--- config.mk ---
export PLATFORM = sky130hd
export DESIGN_NAME = dcu_core
export DESIGN_NICKNAME = d
export VERILOG_FILES = /design/src/dcu_pkg.sv /design/src/dcu_core.sv
export SDC_FILE = /design/constraint.sdc
export NUM_CORES = 1
export LEC_CHECK = 0
export BUFFER_PORTS_ARGS = -buffer_cell sky130_fd_sc_hd__buf_2
export CAP_MARGIN = 30
export CORE_MARGIN = 8
export CORE_UTILIZATION = 50
export CTS_BUF_LIST = sky130_fd_sc_hd__clkbuf_8
export DETAILED_ROUTE_END_ITERATION = 10
export PLACE_DENSITY = 0.71
export SLEW_MARGIN = 20
export SYNTH_ARGS = -nofsm -noshare
export SYNTH_HDL_FRONTEND = slang
export SYNTH_SLANG_ARGS = --single-unit
--- constraint.sdc ---
create_clock -name clk -period 14.1 [get_ports clk]
set_input_delay 2.115 -clock clk [delete_from_list [all_inputs] [get_ports clk]]
set_output_delay 2.115 -clock clk [all_outputs]
set_load 0.01 [all_outputs]
--- src/dcu_pkg.sv ---
// Constants, command codes and state encoding of the debug command unit
`default_nettype none
package dcu_pkg;
    // -----------------------------------------------------------------
    // Register map and fields
    // -----------------------------------------------------------------
    localparam logic [3:0] CTL_OFS    = 4'h0;
    localparam logic [3:0] STAT_OFS   = 4'h4;
    localparam int         HALT_BIT   = 7;
    localparam int         BREAK_OPCODE_ENABLE_BIT  = 6;
    localparam int         DACK_BIT   = 5;
    localparam int         RST_BIT    = 0;
    localparam int         SEL_LANE   = 0;
    // -----------------------------------------------------------------
    // Command codes
    // -----------------------------------------------------------------
    localparam logic [7:0] CMD_RDMEM  = 8'h0D;
    localparam logic [7:0] CMD_CRC    = 8'h0E;
    localparam logic [7:0] CMD_STEP   = 8'h10;
    localparam logic [7:0] CMD_STUFF  = 8'h11;
    localparam logic [7:0] CMD_EXEC   = 8'h12;
    localparam logic [7:0] CMD_WPW    = 8'h20;
    localparam logic [7:0] CMD_WPR    = 8'h21;
    // -----------------------------------------------------------------
    // Data values
    // -----------------------------------------------------------------
    localparam logic [7:0]  BLANK_BYTE = 8'hFF;
    localparam logic [15:0] BLANK_CRC  = 16'hFFFF;
    localparam logic [15:0] CRC_POLY   = 16'h1021;
    localparam logic [15:0] CRC_INIT   = 16'hFFFF;
    localparam int          PMEM_BYTES = 65536;
    localparam int          FIFO_DEPTH = 16;
    localparam int          BYTE_W     = 8;
    // -----------------------------------------------------------------
    // Command parser states
    // -----------------------------------------------------------------
    typedef enum logic [4:0] {
        ST_IDLE   = 5'h00, ST_RD_AH   = 5'h01, ST_RD_AL   = 5'h02,
        ST_RD_SH  = 5'h03, ST_RD_SL   = 5'h04, ST_RD_REQ  = 5'h05,
        ST_RD_WT  = 5'h06, ST_CRC_REQ = 5'h07, ST_CRC_WT  = 5'h08,
        ST_CRC_HI = 5'h09, ST_CRC_LO  = 5'h0A, ST_STUFF   = 5'h0B,
        ST_EX_1ST = 5'h0C, ST_EX_LEN  = 5'h0D, ST_EX_MORE = 5'h0E,
        ST_EX_DROP= 5'h0F, ST_WP_CTL  = 5'h10, ST_WP_ADR  = 5'h11,
        ST_WP_VAL = 5'h12, ST_WR_CTL  = 5'h13, ST_WR_ADR  = 5'h14,
        ST_WR_VAL = 5'h15
    } dcu_state_t;
endpackage
`default_nettype wire

--- src/dcu_core.sv ---
// Debug command unit: byte command parser, control register, reply FIFO
//
// The register offsets and register access over Wishbone were chosen for this implementation.
`default_nettype none
// Overview of operation
// - Memory read: address, size, zero size means 65536
// - Not halted: memory read returns FFH bytes
// - Checksum returns program memory CRC-CCITT, upper first
// - Not halted: checksum returns FFFFH
// - Checksum reply waits for whole memory pass
// - Step runs one instruction unless not allowed
// - Stuff runs host opcode unless not allowed
// - Execute forwards instruction, else drops one byte
// - Watch write; not allowed forces control zero
// - Watch read returns control, address, value
// - 81H reset halted, 41H reset run, 40H resumes
// - Control bits 7,6,5 R/W, 0 reset, zero reset
// - Halt bit stops CPU instruction fetch
// - Break opcode or watch break sets halt
// - Read protect blocks clearing halt by write
// - Watchdog reloaded continuously while halted

// ---------------------------------------------------------------------
// Reply FIFO
// ---------------------------------------------------------------------
module dcu_fifo #(
    parameter int W = 8,
    parameter int D = 16
) (
    input  wire logic         clk,
    input  wire logic         reset,
    input  wire logic         in_valid,
    output logic              in_ready,
    input  wire logic [W-1:0] in_data,
    output logic              out_valid,
    input  wire logic         out_ready,
    output logic      [W-1:0] out_data
);
    localparam int AW = $clog2(D);
    typedef struct packed {
        logic [D-1:0][W-1:0] mem;
        logic [AW-1:0]       wp;
        logic [AW-1:0]       rp;
        logic [AW:0]         cnt;
    } dcu_fifo_t;
    dcu_fifo_t q_reg, q_next;
    logic push, pop;

    // Handshake flags
    assign in_ready  = (q_reg.cnt != (AW+1)'(D));
    assign out_valid = (q_reg.cnt != '0);
    assign out_data  = q_reg.mem[q_reg.rp];
    assign push      = in_valid && in_ready;
    assign pop       = out_valid && out_ready;

    // Pointer and count update
    always_comb begin
        q_next = q_reg;
        if (push) begin
            q_next.mem[q_reg.wp] = in_data;
            q_next.wp = q_reg.wp + 1'b1;
        end
        if (pop) begin
            q_next.rp = q_reg.rp + 1'b1;
        end
        q_next.cnt = q_reg.cnt + (AW+1)'(push) - (AW+1)'(pop);
    end

    // State register
    always_ff @(posedge clk or posedge reset) begin
        if (reset) begin
            q_reg <= '0;
        end else begin
            q_reg <= q_next;
        end
    end
endmodule

// ---------------------------------------------------------------------
// Command unit top
// ---------------------------------------------------------------------
module dcu_core #(
    parameter int PMEM_SIZE = dcu_pkg::PMEM_BYTES
) (
    input  wire logic        clk,
    input  wire logic        reset,
    input  wire logic        wb_cyc_i,
    input  wire logic        wb_stb_i,
    input  wire logic        wb_we_i,
    input  wire logic [3:0]  wb_adr_i,
    input  wire logic [3:0]  wb_sel_i,
    input  wire logic [31:0] wb_dat_i,
    output logic      [31:0] wb_dat_o,
    output logic             wb_ack_o,
    input  wire logic        rx_valid,
    input  wire logic [7:0]  rx_data,
    output logic             tx_valid,
    input  wire logic        tx_ready,
    output logic      [7:0]  tx_data,
    output logic             dmem_req,
    output logic      [15:0] dmem_addr,
    input  wire logic        dmem_ack,
    input  wire logic [7:0]  dmem_rdata,
    output logic             pmem_req,
    output logic      [15:0] pmem_addr,
    input  wire logic        pmem_ack,
    input  wire logic [7:0]  pmem_rdata,
    input  wire logic        read_protect,
    input  wire logic        break_opcode_seen,
    input  wire logic        watch_break,
    input  wire logic [2:0]  instr_len,
    output logic             cpu_halt,
    output logic             cpu_step,
    output logic             cpu_stuff,
    output logic      [7:0]  stuff_opcode,
    output logic             exec_valid,
    output logic      [7:0]  exec_byte,
    output logic             cpu_reset,
    output logic             wdt_reload,
    output logic      [7:0]  watch_match_control,
    output logic      [7:0]  watch_match_address,
    output logic      [7:0]  watch_match_value
);
    typedef struct packed {
        dcu_pkg::dcu_state_t st;
        logic        halt;
        logic        break_opcode_enable;
        logic        dack;
        logic [15:0] addr;
        logic [15:0] cnt;
        logic [15:0] crc;
        logic [16:0] pcnt;
        logic [2:0]  left;
        logic [7:0]  wctl;
        logic [7:0]  wadr;
        logic [7:0]  wval;
        logic        ov;
        logic [7:0]  od;
        logic        txv;
        logic [7:0]  txd;
        logic        dreq;
        logic        preq;
        logic        step;
        logic        stuff;
        logic [7:0]  sop;
        logic        exv;
        logic [7:0]  exd;
        logic        crst;
        logic        wdt;
        logic        ack;
        logic [31:0] rdat;
    } dcu_core_t;
    dcu_core_t q_reg, q_next;

    logic       f_in_rdy;
    logic       f_ov;
    logic [7:0] f_od;
    logic       f_pop;
    logic       allowed;
    logic       can_emit;
    logic       wb_req;
    logic       ctl_wr;

    // CRC-CCITT over one byte, MSB first
    function automatic logic [15:0] crc_byte(
        input logic [15:0] c,
        input logic [7:0]  d
    );
        logic [15:0] r;
        r = c ^ {d, 8'h00};
        for (int i = 0; i < 8; i++) begin
            r = r[15] ? ((r << 1) ^ dcu_pkg::CRC_POLY) : (r << 1);
        end
        return r;
    endfunction

    // ------------------------------------------------------------------
    // Reply FIFO and output stage
    // ------------------------------------------------------------------
    dcu_fifo #(
        .W (dcu_pkg::BYTE_W),
        .D (dcu_pkg::FIFO_DEPTH)
    ) u_fifo (
        .clk       (clk),
        .reset     (reset),
        .in_valid  (q_reg.ov),
        .in_ready  (f_in_rdy),
        .in_data   (q_reg.od),
        .out_valid (f_ov),
        .out_ready (f_pop),
        .out_data  (f_od)
    );

    // Shared decode terms
    assign f_pop    = !q_reg.txv || tx_ready;
    assign allowed  = q_reg.halt && !read_protect;
    assign can_emit = !q_reg.ov;
    assign wb_req   = wb_cyc_i && wb_stb_i && !q_reg.ack;
    assign ctl_wr   = wb_req && wb_we_i && (wb_adr_i == dcu_pkg::CTL_OFS)
                      && wb_sel_i[dcu_pkg::SEL_LANE];

    // Next-state logic
    always_comb begin
        q_next       = q_reg;
        q_next.step  = 1'b0;
        q_next.stuff = 1'b0;
        q_next.exv   = 1'b0;
        q_next.crst  = 1'b0;
        q_next.wdt   = q_reg.halt;
        q_next.ack   = wb_req;
        // Reply path toward the serialiser
        if (q_reg.ov && f_in_rdy) begin
            q_next.ov = 1'b0;
        end
        if (q_reg.txv && tx_ready) begin
            q_next.txv = 1'b0;
        end
        if (f_ov && f_pop) begin
            q_next.txv = 1'b1;
            q_next.txd = f_od;
        end
        // Register bus reads
        if (wb_req && wb_adr_i == dcu_pkg::CTL_OFS) begin
            q_next.rdat = '0;
            q_next.rdat[dcu_pkg::HALT_BIT]  = q_reg.halt;
            q_next.rdat[dcu_pkg::BREAK_OPCODE_ENABLE_BIT] = q_reg.break_opcode_enable;
            q_next.rdat[dcu_pkg::DACK_BIT]  = q_reg.dack;
        end else if (wb_req && wb_adr_i == dcu_pkg::STAT_OFS) begin
            q_next.rdat = {27'h0000000, q_reg.st};
        end else if (wb_req) begin
            q_next.rdat = '0;
        end
        // Control register write
        if (ctl_wr) begin
            q_next.break_opcode_enable = wb_dat_i[dcu_pkg::BREAK_OPCODE_ENABLE_BIT];
            q_next.dack  = wb_dat_i[dcu_pkg::DACK_BIT];
            q_next.crst  = wb_dat_i[dcu_pkg::RST_BIT];
            if (!(read_protect && q_reg.halt)) begin
                q_next.halt = wb_dat_i[dcu_pkg::HALT_BIT];
            end
        end
        // Hardware set of halt wins over a clearing write
        if ((break_opcode_seen && q_reg.break_opcode_enable) || watch_break) begin
            q_next.halt = 1'b1;
        end
        // Command parser
        case (q_reg.st)
            dcu_pkg::ST_IDLE: begin
                if (rx_valid) begin
                    case (rx_data)
                        dcu_pkg::CMD_RDMEM: q_next.st = dcu_pkg::ST_RD_AH;
                        dcu_pkg::CMD_CRC: begin
                            q_next.pcnt = '0;
                            if (q_reg.halt) begin
                                q_next.crc = dcu_pkg::CRC_INIT;
                                q_next.st  = dcu_pkg::ST_CRC_REQ;
                            end else begin
                                q_next.crc = dcu_pkg::BLANK_CRC;
                                q_next.st  = dcu_pkg::ST_CRC_HI;
                            end
                        end
                        dcu_pkg::CMD_STEP: q_next.step = allowed;
                        dcu_pkg::CMD_STUFF: q_next.st = dcu_pkg::ST_STUFF;
                        dcu_pkg::CMD_EXEC: begin
                            q_next.st = allowed ? dcu_pkg::ST_EX_1ST
                                                : dcu_pkg::ST_EX_DROP;
                        end
                        dcu_pkg::CMD_WPW: q_next.st = dcu_pkg::ST_WP_CTL;
                        dcu_pkg::CMD_WPR: q_next.st = dcu_pkg::ST_WR_CTL;
                        default: q_next.st = dcu_pkg::ST_IDLE;
                    endcase
                end
            end
            // Address and size, high byte first
            dcu_pkg::ST_RD_AH: begin
                if (rx_valid) begin
                    q_next.addr[15:8] = rx_data;
                    q_next.st = dcu_pkg::ST_RD_AL;
                end
            end
            dcu_pkg::ST_RD_AL: begin
                if (rx_valid) begin
                    q_next.addr[7:0] = rx_data;
                    q_next.st = dcu_pkg::ST_RD_SH;
                end
            end
            dcu_pkg::ST_RD_SH: begin
                if (rx_valid) begin
                    q_next.cnt[15:8] = rx_data;
                    q_next.st = dcu_pkg::ST_RD_SL;
                end
            end
            dcu_pkg::ST_RD_SL: begin
                if (rx_valid) begin
                    q_next.cnt[7:0] = rx_data;
                    q_next.st = dcu_pkg::ST_RD_REQ;
                end
            end
            dcu_pkg::ST_RD_REQ: begin
                if (can_emit && q_reg.halt) begin
                    q_next.dreq = 1'b1;
                    q_next.st   = dcu_pkg::ST_RD_WT;
                end else if (can_emit) begin
                    q_next.ov   = 1'b1;
                    q_next.od   = dcu_pkg::BLANK_BYTE;
                    q_next.addr = q_reg.addr + 16'h0001;
                    q_next.cnt  = q_reg.cnt - 16'h0001;
                    if (q_reg.cnt == 16'h0001) begin
                        q_next.st = dcu_pkg::ST_IDLE;
                    end
                end
            end
            dcu_pkg::ST_RD_WT: begin
                if (dmem_ack) begin
                    q_next.dreq = 1'b0;
                    q_next.ov   = 1'b1;
                    q_next.od   = dmem_rdata;
                    q_next.addr = q_reg.addr + 16'h0001;
                    q_next.cnt  = q_reg.cnt - 16'h0001;
                    q_next.st   = (q_reg.cnt == 16'h0001)
                                  ? dcu_pkg::ST_IDLE : dcu_pkg::ST_RD_REQ;
                end
            end
            // Whole program memory pass, one byte per access
            dcu_pkg::ST_CRC_REQ: begin
                q_next.preq = 1'b1;
                q_next.st   = dcu_pkg::ST_CRC_WT;
            end
            dcu_pkg::ST_CRC_WT: begin
                if (pmem_ack) begin
                    q_next.preq = 1'b0;
                    q_next.crc  = crc_byte(q_reg.crc, pmem_rdata);
                    q_next.pcnt = q_reg.pcnt + 17'h00001;
                    q_next.st   = (q_reg.pcnt == 17'(PMEM_SIZE - 1))
                                  ? dcu_pkg::ST_CRC_HI : dcu_pkg::ST_CRC_REQ;
                end
            end
            dcu_pkg::ST_CRC_HI: begin
                if (can_emit) begin
                    q_next.ov = 1'b1;
                    q_next.od = q_reg.crc[15:8];
                    q_next.st = dcu_pkg::ST_CRC_LO;
                end
            end
            dcu_pkg::ST_CRC_LO: begin
                if (can_emit) begin
                    q_next.ov = 1'b1;
                    q_next.od = q_reg.crc[7:0];
                    q_next.st = dcu_pkg::ST_IDLE;
                end
            end
            // Opcode byte is always consumed
            dcu_pkg::ST_STUFF: begin
                if (rx_valid) begin
                    q_next.stuff = allowed;
                    q_next.sop   = rx_data;
                    q_next.st    = dcu_pkg::ST_IDLE;
                end
            end
            dcu_pkg::ST_EX_1ST: begin
                if (rx_valid) begin
                    q_next.exv = 1'b1;
                    q_next.exd = rx_data;
                    q_next.st  = dcu_pkg::ST_EX_LEN;
                end
            end
            // CPU decodes length of the opcode just shown
            dcu_pkg::ST_EX_LEN: begin
                q_next.left = instr_len - 3'h1;
                q_next.st   = (instr_len > 3'h1)
                              ? dcu_pkg::ST_EX_MORE : dcu_pkg::ST_IDLE;
            end
            dcu_pkg::ST_EX_MORE: begin
                if (rx_valid) begin
                    q_next.exv  = 1'b1;
                    q_next.exd  = rx_data;
                    q_next.left = q_reg.left - 3'h1;
                    if (q_reg.left == 3'h1) begin
                        q_next.st = dcu_pkg::ST_IDLE;
                    end
                end
            end
            dcu_pkg::ST_EX_DROP: begin
                if (rx_valid) begin
                    q_next.st = dcu_pkg::ST_IDLE;
                end
            end
            // Watch write: control, address, value
            dcu_pkg::ST_WP_CTL: begin
                if (rx_valid) begin
                    q_next.cnt[7:0] = rx_data;
                    q_next.st = dcu_pkg::ST_WP_ADR;
                end
            end
            dcu_pkg::ST_WP_ADR: begin
                if (rx_valid) begin
                    q_next.addr[7:0] = rx_data;
                    q_next.st = dcu_pkg::ST_WP_VAL;
                end
            end
            dcu_pkg::ST_WP_VAL: begin
                if (rx_valid) begin
                    q_next.wctl = allowed ? q_reg.cnt[7:0] : 8'h00;
                    q_next.wadr = q_reg.addr[7:0];
                    q_next.wval = rx_data;
                    q_next.st   = dcu_pkg::ST_IDLE;
                end
            end
            // Watch read: control, address, value
            dcu_pkg::ST_WR_CTL: begin
                if (can_emit) begin
                    q_next.ov = 1'b1;
                    q_next.od = q_reg.wctl;
                    q_next.st = dcu_pkg::ST_WR_ADR;
                end
            end
            dcu_pkg::ST_WR_ADR: begin
                if (can_emit) begin
                    q_next.ov = 1'b1;
                    q_next.od = q_reg.wadr;
                    q_next.st = dcu_pkg::ST_WR_VAL;
                end
            end
            dcu_pkg::ST_WR_VAL: begin
                if (can_emit) begin
                    q_next.ov = 1'b1;
                    q_next.od = q_reg.wval;
                    q_next.st = dcu_pkg::ST_IDLE;
                end
            end
            default: q_next.st = dcu_pkg::ST_IDLE;
        endcase
    end

    // State register; every field clears on reset
    always_ff @(posedge clk or posedge reset) begin
        if (reset) begin
            q_reg <= '0;
        end else begin
            q_reg <= q_next;
        end
    end

    // ------------------------------------------------------------------
    // Outputs, all from state flip-flops
    // ------------------------------------------------------------------
    assign wb_dat_o            = q_reg.rdat;
    assign wb_ack_o            = q_reg.ack;
    assign tx_valid            = q_reg.txv;
    assign tx_data             = q_reg.txd;
    assign dmem_req            = q_reg.dreq;
    assign dmem_addr           = q_reg.addr;
    assign pmem_req            = q_reg.preq;
    assign pmem_addr           = q_reg.pcnt[15:0];
    assign cpu_halt            = q_reg.halt;
    assign cpu_step            = q_reg.step;
    assign cpu_stuff           = q_reg.stuff;
    assign stuff_opcode        = q_reg.sop;
    assign exec_valid          = q_reg.exv;
    assign exec_byte           = q_reg.exd;
    assign cpu_reset           = q_reg.crst;
    assign wdt_reload          = q_reg.wdt;
    assign watch_match_control = q_reg.wctl;
    assign watch_match_address = q_reg.wadr;
    assign watch_match_value   = q_reg.wval;
endmodule
`default_nettype wire

# == Yosys cells after proc, flatten, opt, wreduce, memory -nomap -nowiden ==
# Index checks and enable logic that the tools add are counted.
# totals
reg_bits,315
output_inout_bits,122
word_cells,273
# op_classes
addsub,9
magnitude_cmp,4
eq_ne,62
muxes,86
bitwise_logic,9
reduce_logical,55
# op_table
op,count
$mux 32,6
$bwmux 128,1
$mux 9,13
$mux 13,8
$mux 5,20
$mux 33,3
$pmux 8 s3,4
$pmux 5 s19,1
$pmux 33 s2,1
$pmux 9 s7,1
$ne 2x2->1 const B,22
$eq 5x4->1 const B,8
$pmux 5 s7,1
$bmux 8 s4,1
$demux 8 s4,1
$mux 8,4
$eq 5x5->1 const B,6
$eq 8x5->1 const B,3
$not 3->3,8
$eq 5x3->1 const B,4
$reduce_and 20->1,1
$reduce_and 5->1,4
$add 17x1->17 const B,1
$eq 17x16->1 const B,1
41 further kinds,102

# == Depth between registers and ports, before layout ==
# Gate-level depths: netlist of the first run.
# depth
ltp_word,19
ltp_mapped,15

# == Modules after synthesis ==
# Synthesis of the first run repeated with hierarchy kept, for this count alone.
# unflattened
hier_cells,1427
hier_area_um2,15786.4
# modules_own_cells
module,instances,cells_per_inst,area_each_um2,seq_area_each_um2
dcu_core,1,970,9063.7,3753.6
dcu_fifo,1,457,6722.7,3528.4

# == Worst setup path before layout of the first run ==
# OpenSTA, ideal clock, no wires.
# synth_path
path_kind,input -> register
from,in tx_ready
to,reg u_fifo.q_reg[4] (netlist bit)
setup_ps,125
t_arrival_ps,4014
t_required_ps,13975
setup_slack_ps,9961
stages,13
path_buffers,1
path_cell_list,inv_1 a21oi_1 clkbuf_1 ha_1 inv_1 ha_1 inv_1 fa_1 inv_1 a21oi_1 nor2_1 nor2_1 xnor2_1
# synth_lines
element,line_no,source
start: declaration,dcu_core.sv:98,"input wire logic tx_ready,"
end signal: assignment,dcu_core.sv:74,q_reg <= q_next;
end: declaration,dcu_core.sv:46,"dcu_fifo_t q_reg, q_next;"

# == Final worst setup path of the first run ==
# layout_path
from,in rx_data[1]
to,"reg q_reg, in the netlist pmem_addr[11]"
# layout_via
elab_chain_cells,3
# layout_lines
element,line_no,source
start: declaration,dcu_core.sv:96,"input wire logic [7:0] rx_data,"
$eq 8x4->1,dcu_core.sv:250,case (rx_data)
$ne 2x1->1 (no source line),--,
$reduce_and 4->1 (no source line),--,
end signal: assignment,dcu_core.sv:440,q_reg <= q_next;
end: declaration,dcu_core.sv:153,"dcu_core_t q_reg, q_next;"
# Every way passes these cells.
# A chain may end at the register's enable or synchronous reset.

==> impl_metrics.tcl, run 1 <==
set metrics [dict create \
    outcome "finished, final reports clean" \
    cts_resized 0 \
    yosysSeqAreaShare_pct 48.4 \
    cts.sinks 291 \
    cts_tree "done" \
    vias 11200 \
    cp.required_ns 14.54 \
    antenna_found_initial 5 \
    synth-compound-area-share_pct 14.3 \
    synth-xor-area-share_pct 2.85 \
    clk_pin_slew_ns 0.06 \
    hold_violations 0 \
    finalPower_mw 3.38 \
    drive_gt1_share_pct 21.1 \
    root_buffer "clkbuf_8" \
    tightest_slew_ns 0.996 \
    die_x_microns 190 \
    r2r-start "q_reg[172]" \
    crit_fanout 12 \
    relSlewSlack_pct 33.3 \
    synth_top_area_cell "dfrtp_1" \
    yosys.area_share.adder_pct 1.79 \
    synth.avg_cell_area_sq_um 10.0 \
    post-dp-hpwl_microns 26200 \
    yosys_warnings 0 \
    setup_viol 0 \
    worst_hold_slack_ns 0.472 \
    crit_arrival_ns 4.11 \
    ys_top_cells_by_area "dfrtp_1, mux4_2, o21ai_0" \
    max_cap_violations 0 \
    fin_crit_ns 3.66 \
    cp_slowest_cell "or4b_1" \
    period_share_pct 26.0 \
    ys_seq_elements 291 \
    synth_area_sq_um 15100 \
    post_cts_buffers 0 \
    gp_congestion 0.888 \
    htreeDepth 2 \
    cts_max_path_buffers 3 \
    finalMaxSlewViolations 0 \
    fin_worst_skew_ns 0.0379 \
    tns_ns 0 \
    routed_wl_microns 37900 \
    async_flop_share_pct 100 \
    portBuffers 145 \
    p_per_area_nw_per_um2 209 \
    yosys.area_share.simple_pct 14.2 \
    grt_usage_pct 21.2 \
    rsz0062_at_grt "false" \
    hold_class "register to register" \
    yosys.area.top_type_share_pct 48.4 \
    holdPathStages 2 \
    cp-startpoint "rx_data[1]" \
    cp.depth 7 \
    largest_reg_flops 141 \
    die-area_sq_um 35900 \
    synth_top_family_by_area "compound AO/OA/AOI/OAI gates" \
    p_leak_nw 7.37 \
    synth_edf_count 0 \
    synth_mux_area_share_pct 9.26 \
    die_h_microns 190 \
    fp.coreArea_sq_um 29600 \
    vias_per_cell 5.71 \
    critPathKind "input pin to register" \
    worst-path-buf-inv 1 \
    worstRegToRegCells 5 \
    fp-row-count 63 \
    endpoint_kind "register" \
    crit_chain "buf_2, nor4bb_1, a31oi_1, or4b_1, nor2_4, xnor2_1, nor2_2" \
    worstSetupEndpoint "pmem_addr[11]" \
    fmax_ghz 0.273 \
    utilization_pct 54.7 \
    avgRoutedWirePerCell_microns 19.4 \
    placed_cell_area_sq_um 15200 \
    design_area_sq_um 16200 \
    grt_max_degree 177 \
    reg2reg_slack_ns 11.06 \
    holdBufCountCts 0 \
    yosys-top-cells-count "dfrtp_1, nand2_1, o21ai_0, buf_4, nor2_1" \
    syn_to_final_growth_pct 7.58 \
    initial_core_util_pct 50.8 \
    gr-total-overflow 0 \
    grt_pass1_wl_microns 61800 \
    drt-initial-drc-count 947 \
    ir_drop_uv 85.8 \
    syn_inst 1505 \
    ios 201 \
    critical-path-top-delay-family "simple AND/OR/NAND/NOR gates" \
    ys_types 73 \
    crit_path_start_kind "input pin" \
    fillers 2654 \
    insertion_delay_ns 0.60 \
    ant_nets 0 \
    numCtsBuffers 50 \
    grt_pass1_vias 11200 \
    synth_most_common_cell "dfrtp_1" \
    rr_endpoint "dmem_addr[7]" \
    post-route-drc-count 0 \
    firstDrtPassIters 5 \
    critical-path-max-stage-delay_ns 0.85 \
    num-nets-final 1634 \
    synth_flop_cell "dfrtp_1" \
]
==> metal layers <==
| metal | part of all wire [%] | wire (microns) | vias up | GRT usage [%] |
|---|---|---|---|---|
| met3 | 6.4 | 2430 | 67 | 4.16 |
| met5 | 0.029 | 11 | - | 0 |
| li1 | - | - | 5232 | - |
| met4 | 2.5 | 961 | 2 | 7.19 |
| met2 | 48 | 18400 | 345 | 34.6 |
| met1 | 43 | 16200 | 5537 | 28.0 |
==> layout make-up <==
cell class | count | area (sq um) | area share [%]
antenna | 4 | 10.0 | 0.0618
clock buffer | 58 | 798 | 4.93
clock inverter | 24 | 129 | 0.796
inverter | 39 | 154 | 0.950
multi-input combinational | 994 | 6500 | 40.1
sequential | 291 | 7280 | 45.0
tap | 390 | 488 | 3.01
timing repair buffer | 158 | 837 | 5.17
==> worst min path at each step <==
stage | slack (ns) | startpoint | end
2_1_floorplan | 0.43 | cpu_halt | wdt_reload
3_3_place_gp | 0.46 | u_fifo.q_reg[48] | u_fifo.q_reg[48]
3_5_place_dp | 0.47 | u_fifo.q_reg[69] | u_fifo.q_reg[69]
4_1_cts | 0.48 | u_fifo.q_reg[69] | u_fifo.q_reg[69]
5_1_grt | 0.49 | u_fifo.q_reg[101] | u_fifo.q_reg[101]
6_report | 0.47 | u_fifo.q_reg[32] | u_fifo.q_reg[32]
==> stage by stage <==
stage | worst slack (ns) | cells
after detailed placement | 9.89 | 1870
final | 10.44 | 1958
after floorplan | 3.95 | 1528
after global placement | 9.89 | 1868
after CTS | 10.49 | 1952
after global routing | 10.37 | 1958
==> worst register-to-register path, stage by stage, from the launching register on <==
cell	delay, ns
dfrtp_1	0.71
nor2_1	0.45
and3_1	0.87
o21a_1	0.58
o21ai_0	0.19
a22oi_1	0.17
==> cell usage in the layout (no fill, tap or decap), types with 8 or more instances in the layout <==
cell type  count
a31oi_1       12
o22a_1        17
nor3_1        23
and3_1        12
a22oi_1        9
mux4_2        40
buf_2        146
a22o_1        10
nand2_1      196
nand4_1       17
buf_4         10
xor2_1        12
a221oi_1      16
clkbuf_8      58
xnor2_1       37
nor2b_1       14
nand3_1       34
o221ai_1       8
nor2_1       101
o21ai_0      176
inv_1         54
mux2_2        42
a21oi_1       63
ha_1          20
o22ai_1        8
conb_1        24
dfrtp_1      289
==> cells by family (layout without fill, tap and decap cells) <==
family / Yosys count / after routing
AOI/OAI and AO/OA: 358 / 358
and+or+nand+nor: 458 / 458
buffers and inverters: 243 / 279
other: 1 / 28
xor gates and xnor gates: 49 / 49
adders and majority gates: 21 / 21
DFF: 291 / 291
muxes: 84 / 84
==> report_power, final <==
group	total, mW	leakage (nW)	internal (mW)	switching (mW)
combinational	1.28	3.05	0.566	0.710
clock	0.725	0.537	0.375	0.349
sequential	1.38	3.79	1.12	0.258
No activity file was read; power rests on OpenSTA's default activity.
==> inputs of run 2 (changes only) <==
Settings changed: ABC_AREA set to 1, PLACE_DENSITY 0.71 to 0.7.
Clock period 14.1 ns to 3.8 ns, I/O delays scaled along.
==> impl_metrics.tcl, run 2 <==
set metrics [dict create \
    outcome "finished, final reports clean" \
    fin_crit_ns 2.88 \
    ys_types 44 \
    critical-path-max-stage-delay_ns 0.40 \
    worst_hold_slack_ns 0.195 \
    portBuffers 145 \
    yosys-top-cells-count "nand2_1, o21ai_0, dfrtp_1, nor2_1, inv_1" \
    design_area_sq_um 17100 \
    hold_violations 0 \
    firstDrtPassIters 5 \
    crit_chain "inv_1, ha_1, nand4_1, nand2_1, inv_1, ha_1, inv_1, ha_1, inv_1, fa_1, o21ai_0, xor2_1" \
    synth_top_family_by_area "simple AND/OR/NAND/NOR gates" \
    die_h_microns 194 \
    synth_top_area_cell "dfrtp_1" \
    syn_inst 2039 \
    vias_per_cell 5.40 \
    antenna_cells 0 \
    yosys.area_share.simple_pct 24.3 \
    synth-xor-area-share_pct 2.65 \
    fp-row-count 65 \
    synth_mux_area_share_pct 0 \
    drt-initial-drc-count 1103 \
    ir_drop_uv 499 \
    syn_to_final_growth_pct 7.92 \
    cp_slowest_cell "fa_1" \
    max_cap_violations 0 \
    initial_core_util_pct 50.5 \
    yosys.area.top_type_share_pct 45.9 \
    cts.sinks 291 \
    routed_wl_microns 43100 \
    finalPower_mw 12.9 \
    largest_reg_flops 141 \
    setup_ws_ns 0.922 \
    ant_nets 0 \
    num-nets-final 2179 \
    ys_top_cells_by_area "dfrtp_1, nand2_1, o21ai_0" \
    grt_max_degree 118 \
    numCtsBuffers 50 \
    period_share_pct 75.7 \
    synth_area_sq_um 15900 \
    ios 201 \
    fillers 3012 \
    fin_worst_skew_ns 0.0366 \
    synth_edf_count 0 \
    post-dp-hpwl_microns 30000 \
    clk_pin_slew_ns 0.06 \
    synth_flop_cell "dfrtp_1" \
    crit_arrival_ns 3.40 \
    setup_viol 0 \
    die-area_sq_um 37700 \
    rsz0062_at_grt "false" \
    root_buffer "clkbuf_8" \
    gr-total-overflow 0 \
    crit_fanout 12 \
    final_common_cell "nand2_1" \
    post-route-drc-count 0 \
    insertion_delay_ns 0.60 \
    tightest_slew_ns 0.812 \
    yosys.area_share.adder_pct 1.70 \
    cp_common_cell "inv_1" \
    finalMaxSlewViolations 0 \
    crit_path_start_kind "register" \
    grt_usage_pct 22.4 \
    tns_ns 0 \
    synth-compound-area-share_pct 14.1 \
    htreeDepth 2 \
    die_x_microns 194 \
    placed_cell_area_sq_um 16100 \
    pre_cts_slack_ns 0.900 \
    vias 13600 \
    fmax_ghz 0.348 \
    async_flop_share_pct 100 \
    grt_pass1_vias 13200 \
    hold_class "input pin to register" \
    ys_seq_elements 291 \
    cts_tree "done" \
    avgRoutedWirePerCell_microns 17.1 \
    gp_congestion 0.926 \
    p_per_area_nw_per_um2 752 \
    endpoint_kind "register" \
    grt_pass1_wl_microns 69200 \
    synth.avg_cell_area_sq_um 7.78 \
    synth_most_common_cell "nand2_1" \
    critPathKind "register to register" \
    yosysSeqAreaShare_pct 45.9 \
    relSlewSlack_pct 45.9 \
    cts_max_path_buffers 3 \
    fp.coreArea_sq_um 31400 \
    drive_gt1_share_pct 13.5 \
    p_leak_nw 8.46 \
    antenna_found_initial 1 \
    cp.required_ns 4.32 \
    layout.cells.most_common_list "nand2_1, o21ai_0, dfrtp_1" \
    yosys_warnings 0 \
]
-- run 2: cells by family after synthesis --
kind of cell,Yosys count
compound gates,405
xor+xnor,48
fa+ha+maj,21
buf+inv,351
flops,291
other cells,1
simple gates,922
-- run 2: layout make-up --
class	count	area, sq um	share of cell area (%)
inverter	161	608	3.55
clock inverter	24	131	0.768
tap	402	503	2.94
clock buffer	64	881	5.15
timing repair buffer	155	841	4.91
sequential	291	7280	42.6
multi-input combinational	1420	6870	40.1
-- run 2: worst paths after layout --
path                                      start                end  slack, ns  cells after the start
max in group asynchronous                 reset   u_fifo.q_reg[79]       2.44                      4
worst min register to register        q_reg[65]          q_reg[65]       0.47                      2
worst min-delay path                watch_break           cpu_halt       0.19                      3
min in group asynchronous                 reset  u_fifo.q_reg[116]       0.45                      3
worst max register to register  u_fifo.q_reg[2]    u_fifo.q_reg[4]       0.92                     12
worst max-delay path            u_fifo.q_reg[2]    u_fifo.q_reg[4]       0.92                     12
-- run 2: worst max-delay path: cells and delay by family, from the launching register on --
family / cells / cell delay, ns
adders and majority gates: 4 / 1.10
AOI/OAI and AO/OA: 1 / 0.22
DFF: 1 / 0.38
buffers and inverters: 4 / 0.51
and+or+nand+nor: 2 / 0.43
xor gates and xnor gates: 1 / 0.16
-- run 2: per-stage QoR --
stage | util [%] | cells
6_report | 54.5 | 2517
5_1_grt | 54.5 | 2517
4_1_cts | 54.5 | 2517
3_5_place_dp | 51.3 | 2428
3_3_place_gp | 51.3 | 2428
2_1_floorplan | - | 2062
-- run 2: repair_timing --
item,4_1_cts,5_1_grt
buffers inserted,0,0
hold endpoints to repair,3,0
resized for setup,0,0
hold buffers,1,0
-- run 2: routing by layer --
| metal | GRT usage (%) | wire, microns | vias up | part of all wire (%) |
|---|---|---|---|---|
| li1 | - | - | 6588 | - |
| met1 | 29.2 | 18500 | 6440 | 43 |
| met2 | 37.2 | 20400 | 484 | 47 |
| met3 | 4.39 | 2980 | 86 | 6.9 |
| met4 | 7.27 | 1190 | 2 | 2.8 |
| met5 | 0 | 12 | - | 0.028 |
-- run 2: power by group --
group	internal, mW	total [mW]	switching, mW
clock network	1.57	2.87	1.30
logic	1.68	5.11	3.43
registers	4.03	4.89	0.855
total	7.29	12.9	5.58
==> inputs of run 3 (changes only) <==
Clock period 3.8 ns to 2.7 ns, I/O delays scaled along.
==> impl_metrics.tcl, run 3 (same netlist as run 2, synthesis figures left out) <==
set metrics [dict create \
    outcome "finished, final reports clean" \
    antenna_cells 0 \
    num-nets-final 2196 \
    largest_reg_flops 141 \
    hold_class "input pin to register" \
    drt-initial-drc-count 1174 \
    post-dp-hpwl_microns 30600 \
    fp-row-count 65 \
    p_leak_nw 8.56 \
    tightest_slew_ns 0.752 \
    vias 13600 \
    ff_latch_area_sq_um 7280 \
    routed_wl_microns 43600 \
    max_cap_violations 0 \
    relSlewSlack_pct 49.7 \
    antenna_found_initial 0 \
    cp-startpoint "u_fifo.q_reg[2]" \
    gp_congestion 0.945 \
    critPathKind "register to register" \
    clk_pin_slew_ns 0.06 \
    crit_fanout 16 \
    reg2reg_slack_ns 0.22 \
    ios 201 \
    final_common_cell "nand2_1" \
    period_share_pct 91.9 \
    min_from "break_opcode_seen" \
    worst_hold_slack_ns 0.0488 \
    fmax_ghz 0.403 \
    finalMaxSlewViolations 0 \
    root_buffer "clkbuf_8" \
    crit_arrival_ns 3.00 \
    design_area_sq_um 17300 \
    ant_nets 0 \
    fin_crit_ns 2.48 \
    utilization_pct 55.1 \
    firstDrtPassIters 5 \
    finalPower_mw 18.3 \
    drive_gt1_share_pct 14.0 \
    portBuffers 145 \
    fp.coreArea_sq_um 31400 \
    post_cts_buffers 0 \
    p_per_area_nw_per_um2 1060 \
    setup_viol 0 \
    die_x_microns 194 \
    fillers 3015 \
    die_h_microns 194 \
    endpoint_kind "register" \
    gr-total-overflow 0 \
    hold_violations 0 \
    numCtsBuffers 50 \
    crit_path_start_kind "register" \
    layout.cells.most_common_list "nand2_1, o21ai_0, dfrtp_1" \
    grt_pass1_wl_microns 70400 \
    cp.required_ns 3.22 \
    multi_input_area_sq_um 6870 \
    rsz0062_at_grt "false" \
    die-area_sq_um 37700 \
    htreeDepth 2 \
    fin_worst_skew_ns 0.0356 \
    ir_drop_uv 890 \
    post-route-drc-count 0 \
    vias_per_cell 5.36 \
    grt_usage_pct 22.6 \
    syn_to_final_growth_pct 9.06 \
    placed_cell_area_sq_um 16200 \
    insertion_delay_ns 0.60 \
    cts.sinks 291 \
    initial_core_util_pct 50.5 \
    grt_max_degree 89 \
    r2r-start "u_fifo.q_reg[2]" \
    cts_tree "done" \
    cts_max_path_buffers 3 \
    avgRoutedWirePerCell_microns 17.2 \
    grt_pass1_vias 13300 \
]
==> run 3: path summary, 6_finish.rpt <==
| kind | depth (start not counted) | endpoint |
|---|---|---|
| max | 10 | u_fifo.q_reg[4] |
| min | 3 | cpu_halt |
| max reg2reg | 10 | u_fifo.q_reg[4] |
| min reg2reg | 0 | wdt_reload |
| max in group asynchronous | 4 | stuff_opcode[6] |
| min in group asynchronous | 3 | u_fifo.q_reg[118] |
==> run 3: layout make-up <==
class,count,area share [%]
clock buffer,62,4.93
clock inverter,27,0.977
inverter,161,3.52
multi-input combinational,1420,39.7
sequential,291,42.1
tap,402,2.91
timing repair buffer,172,5.85
==> run 3: where the power goes <==
part | leakage [nW] | total, mW | internal (mW) | switching, mW
Sequential | 3.75 | 6.71 | 5.68 | 1.03
Clock | 0.593 | 4.08 | 2.25 | 1.83
Combinational | 4.22 | 7.49 | 2.48 | 5.01
Total | 8.56 | 18.3 | 10.4 | 7.88
==> run 3: layer usage <==
metal	global-route usage [%]	vias up	share of wire, %
li1	-	6614	-
met1	29.4	6497	44
met2	38.0	380	48
met3	3.66	87	5.7
met4	7.75	0	2.9
met5	0	-	0
==> run 3: per-stage QoR <==
stage | TNS, ns | instances | setup WS [ns]
after floorplan | -455.76 | 2062 | -1.57
after global placement | 0 | 2443 | 0.369
after detailed placement | 0 | 2443 | 0.236
after CTS | 0 | 2535 | 0.230
after global routing | 0 | 2535 | 0.0735
final | 0 | 2535 | 0.219
==> run 3: critical path, cell delays in order (launching register included) <==
cell	delay, ns
dfrtp_1	0.35
inv_1	0.07
ha_1	0.22
nand4_1	0.17
nand2_1	0.21
inv_2	0.29
ha_1	0.23
inv_1	0.06
fa_1	0.40
o21ai_0	0.24
xor2_1	0.17
==> run 3: what timing repair did <==
item | 4_1_cts | 5_1_grt
hold buffers | 3 | 0
endpoints found under the hold margin | 13 | 0
setup endpoints to repair | 0 | 0
resized for setup | 0 | 0
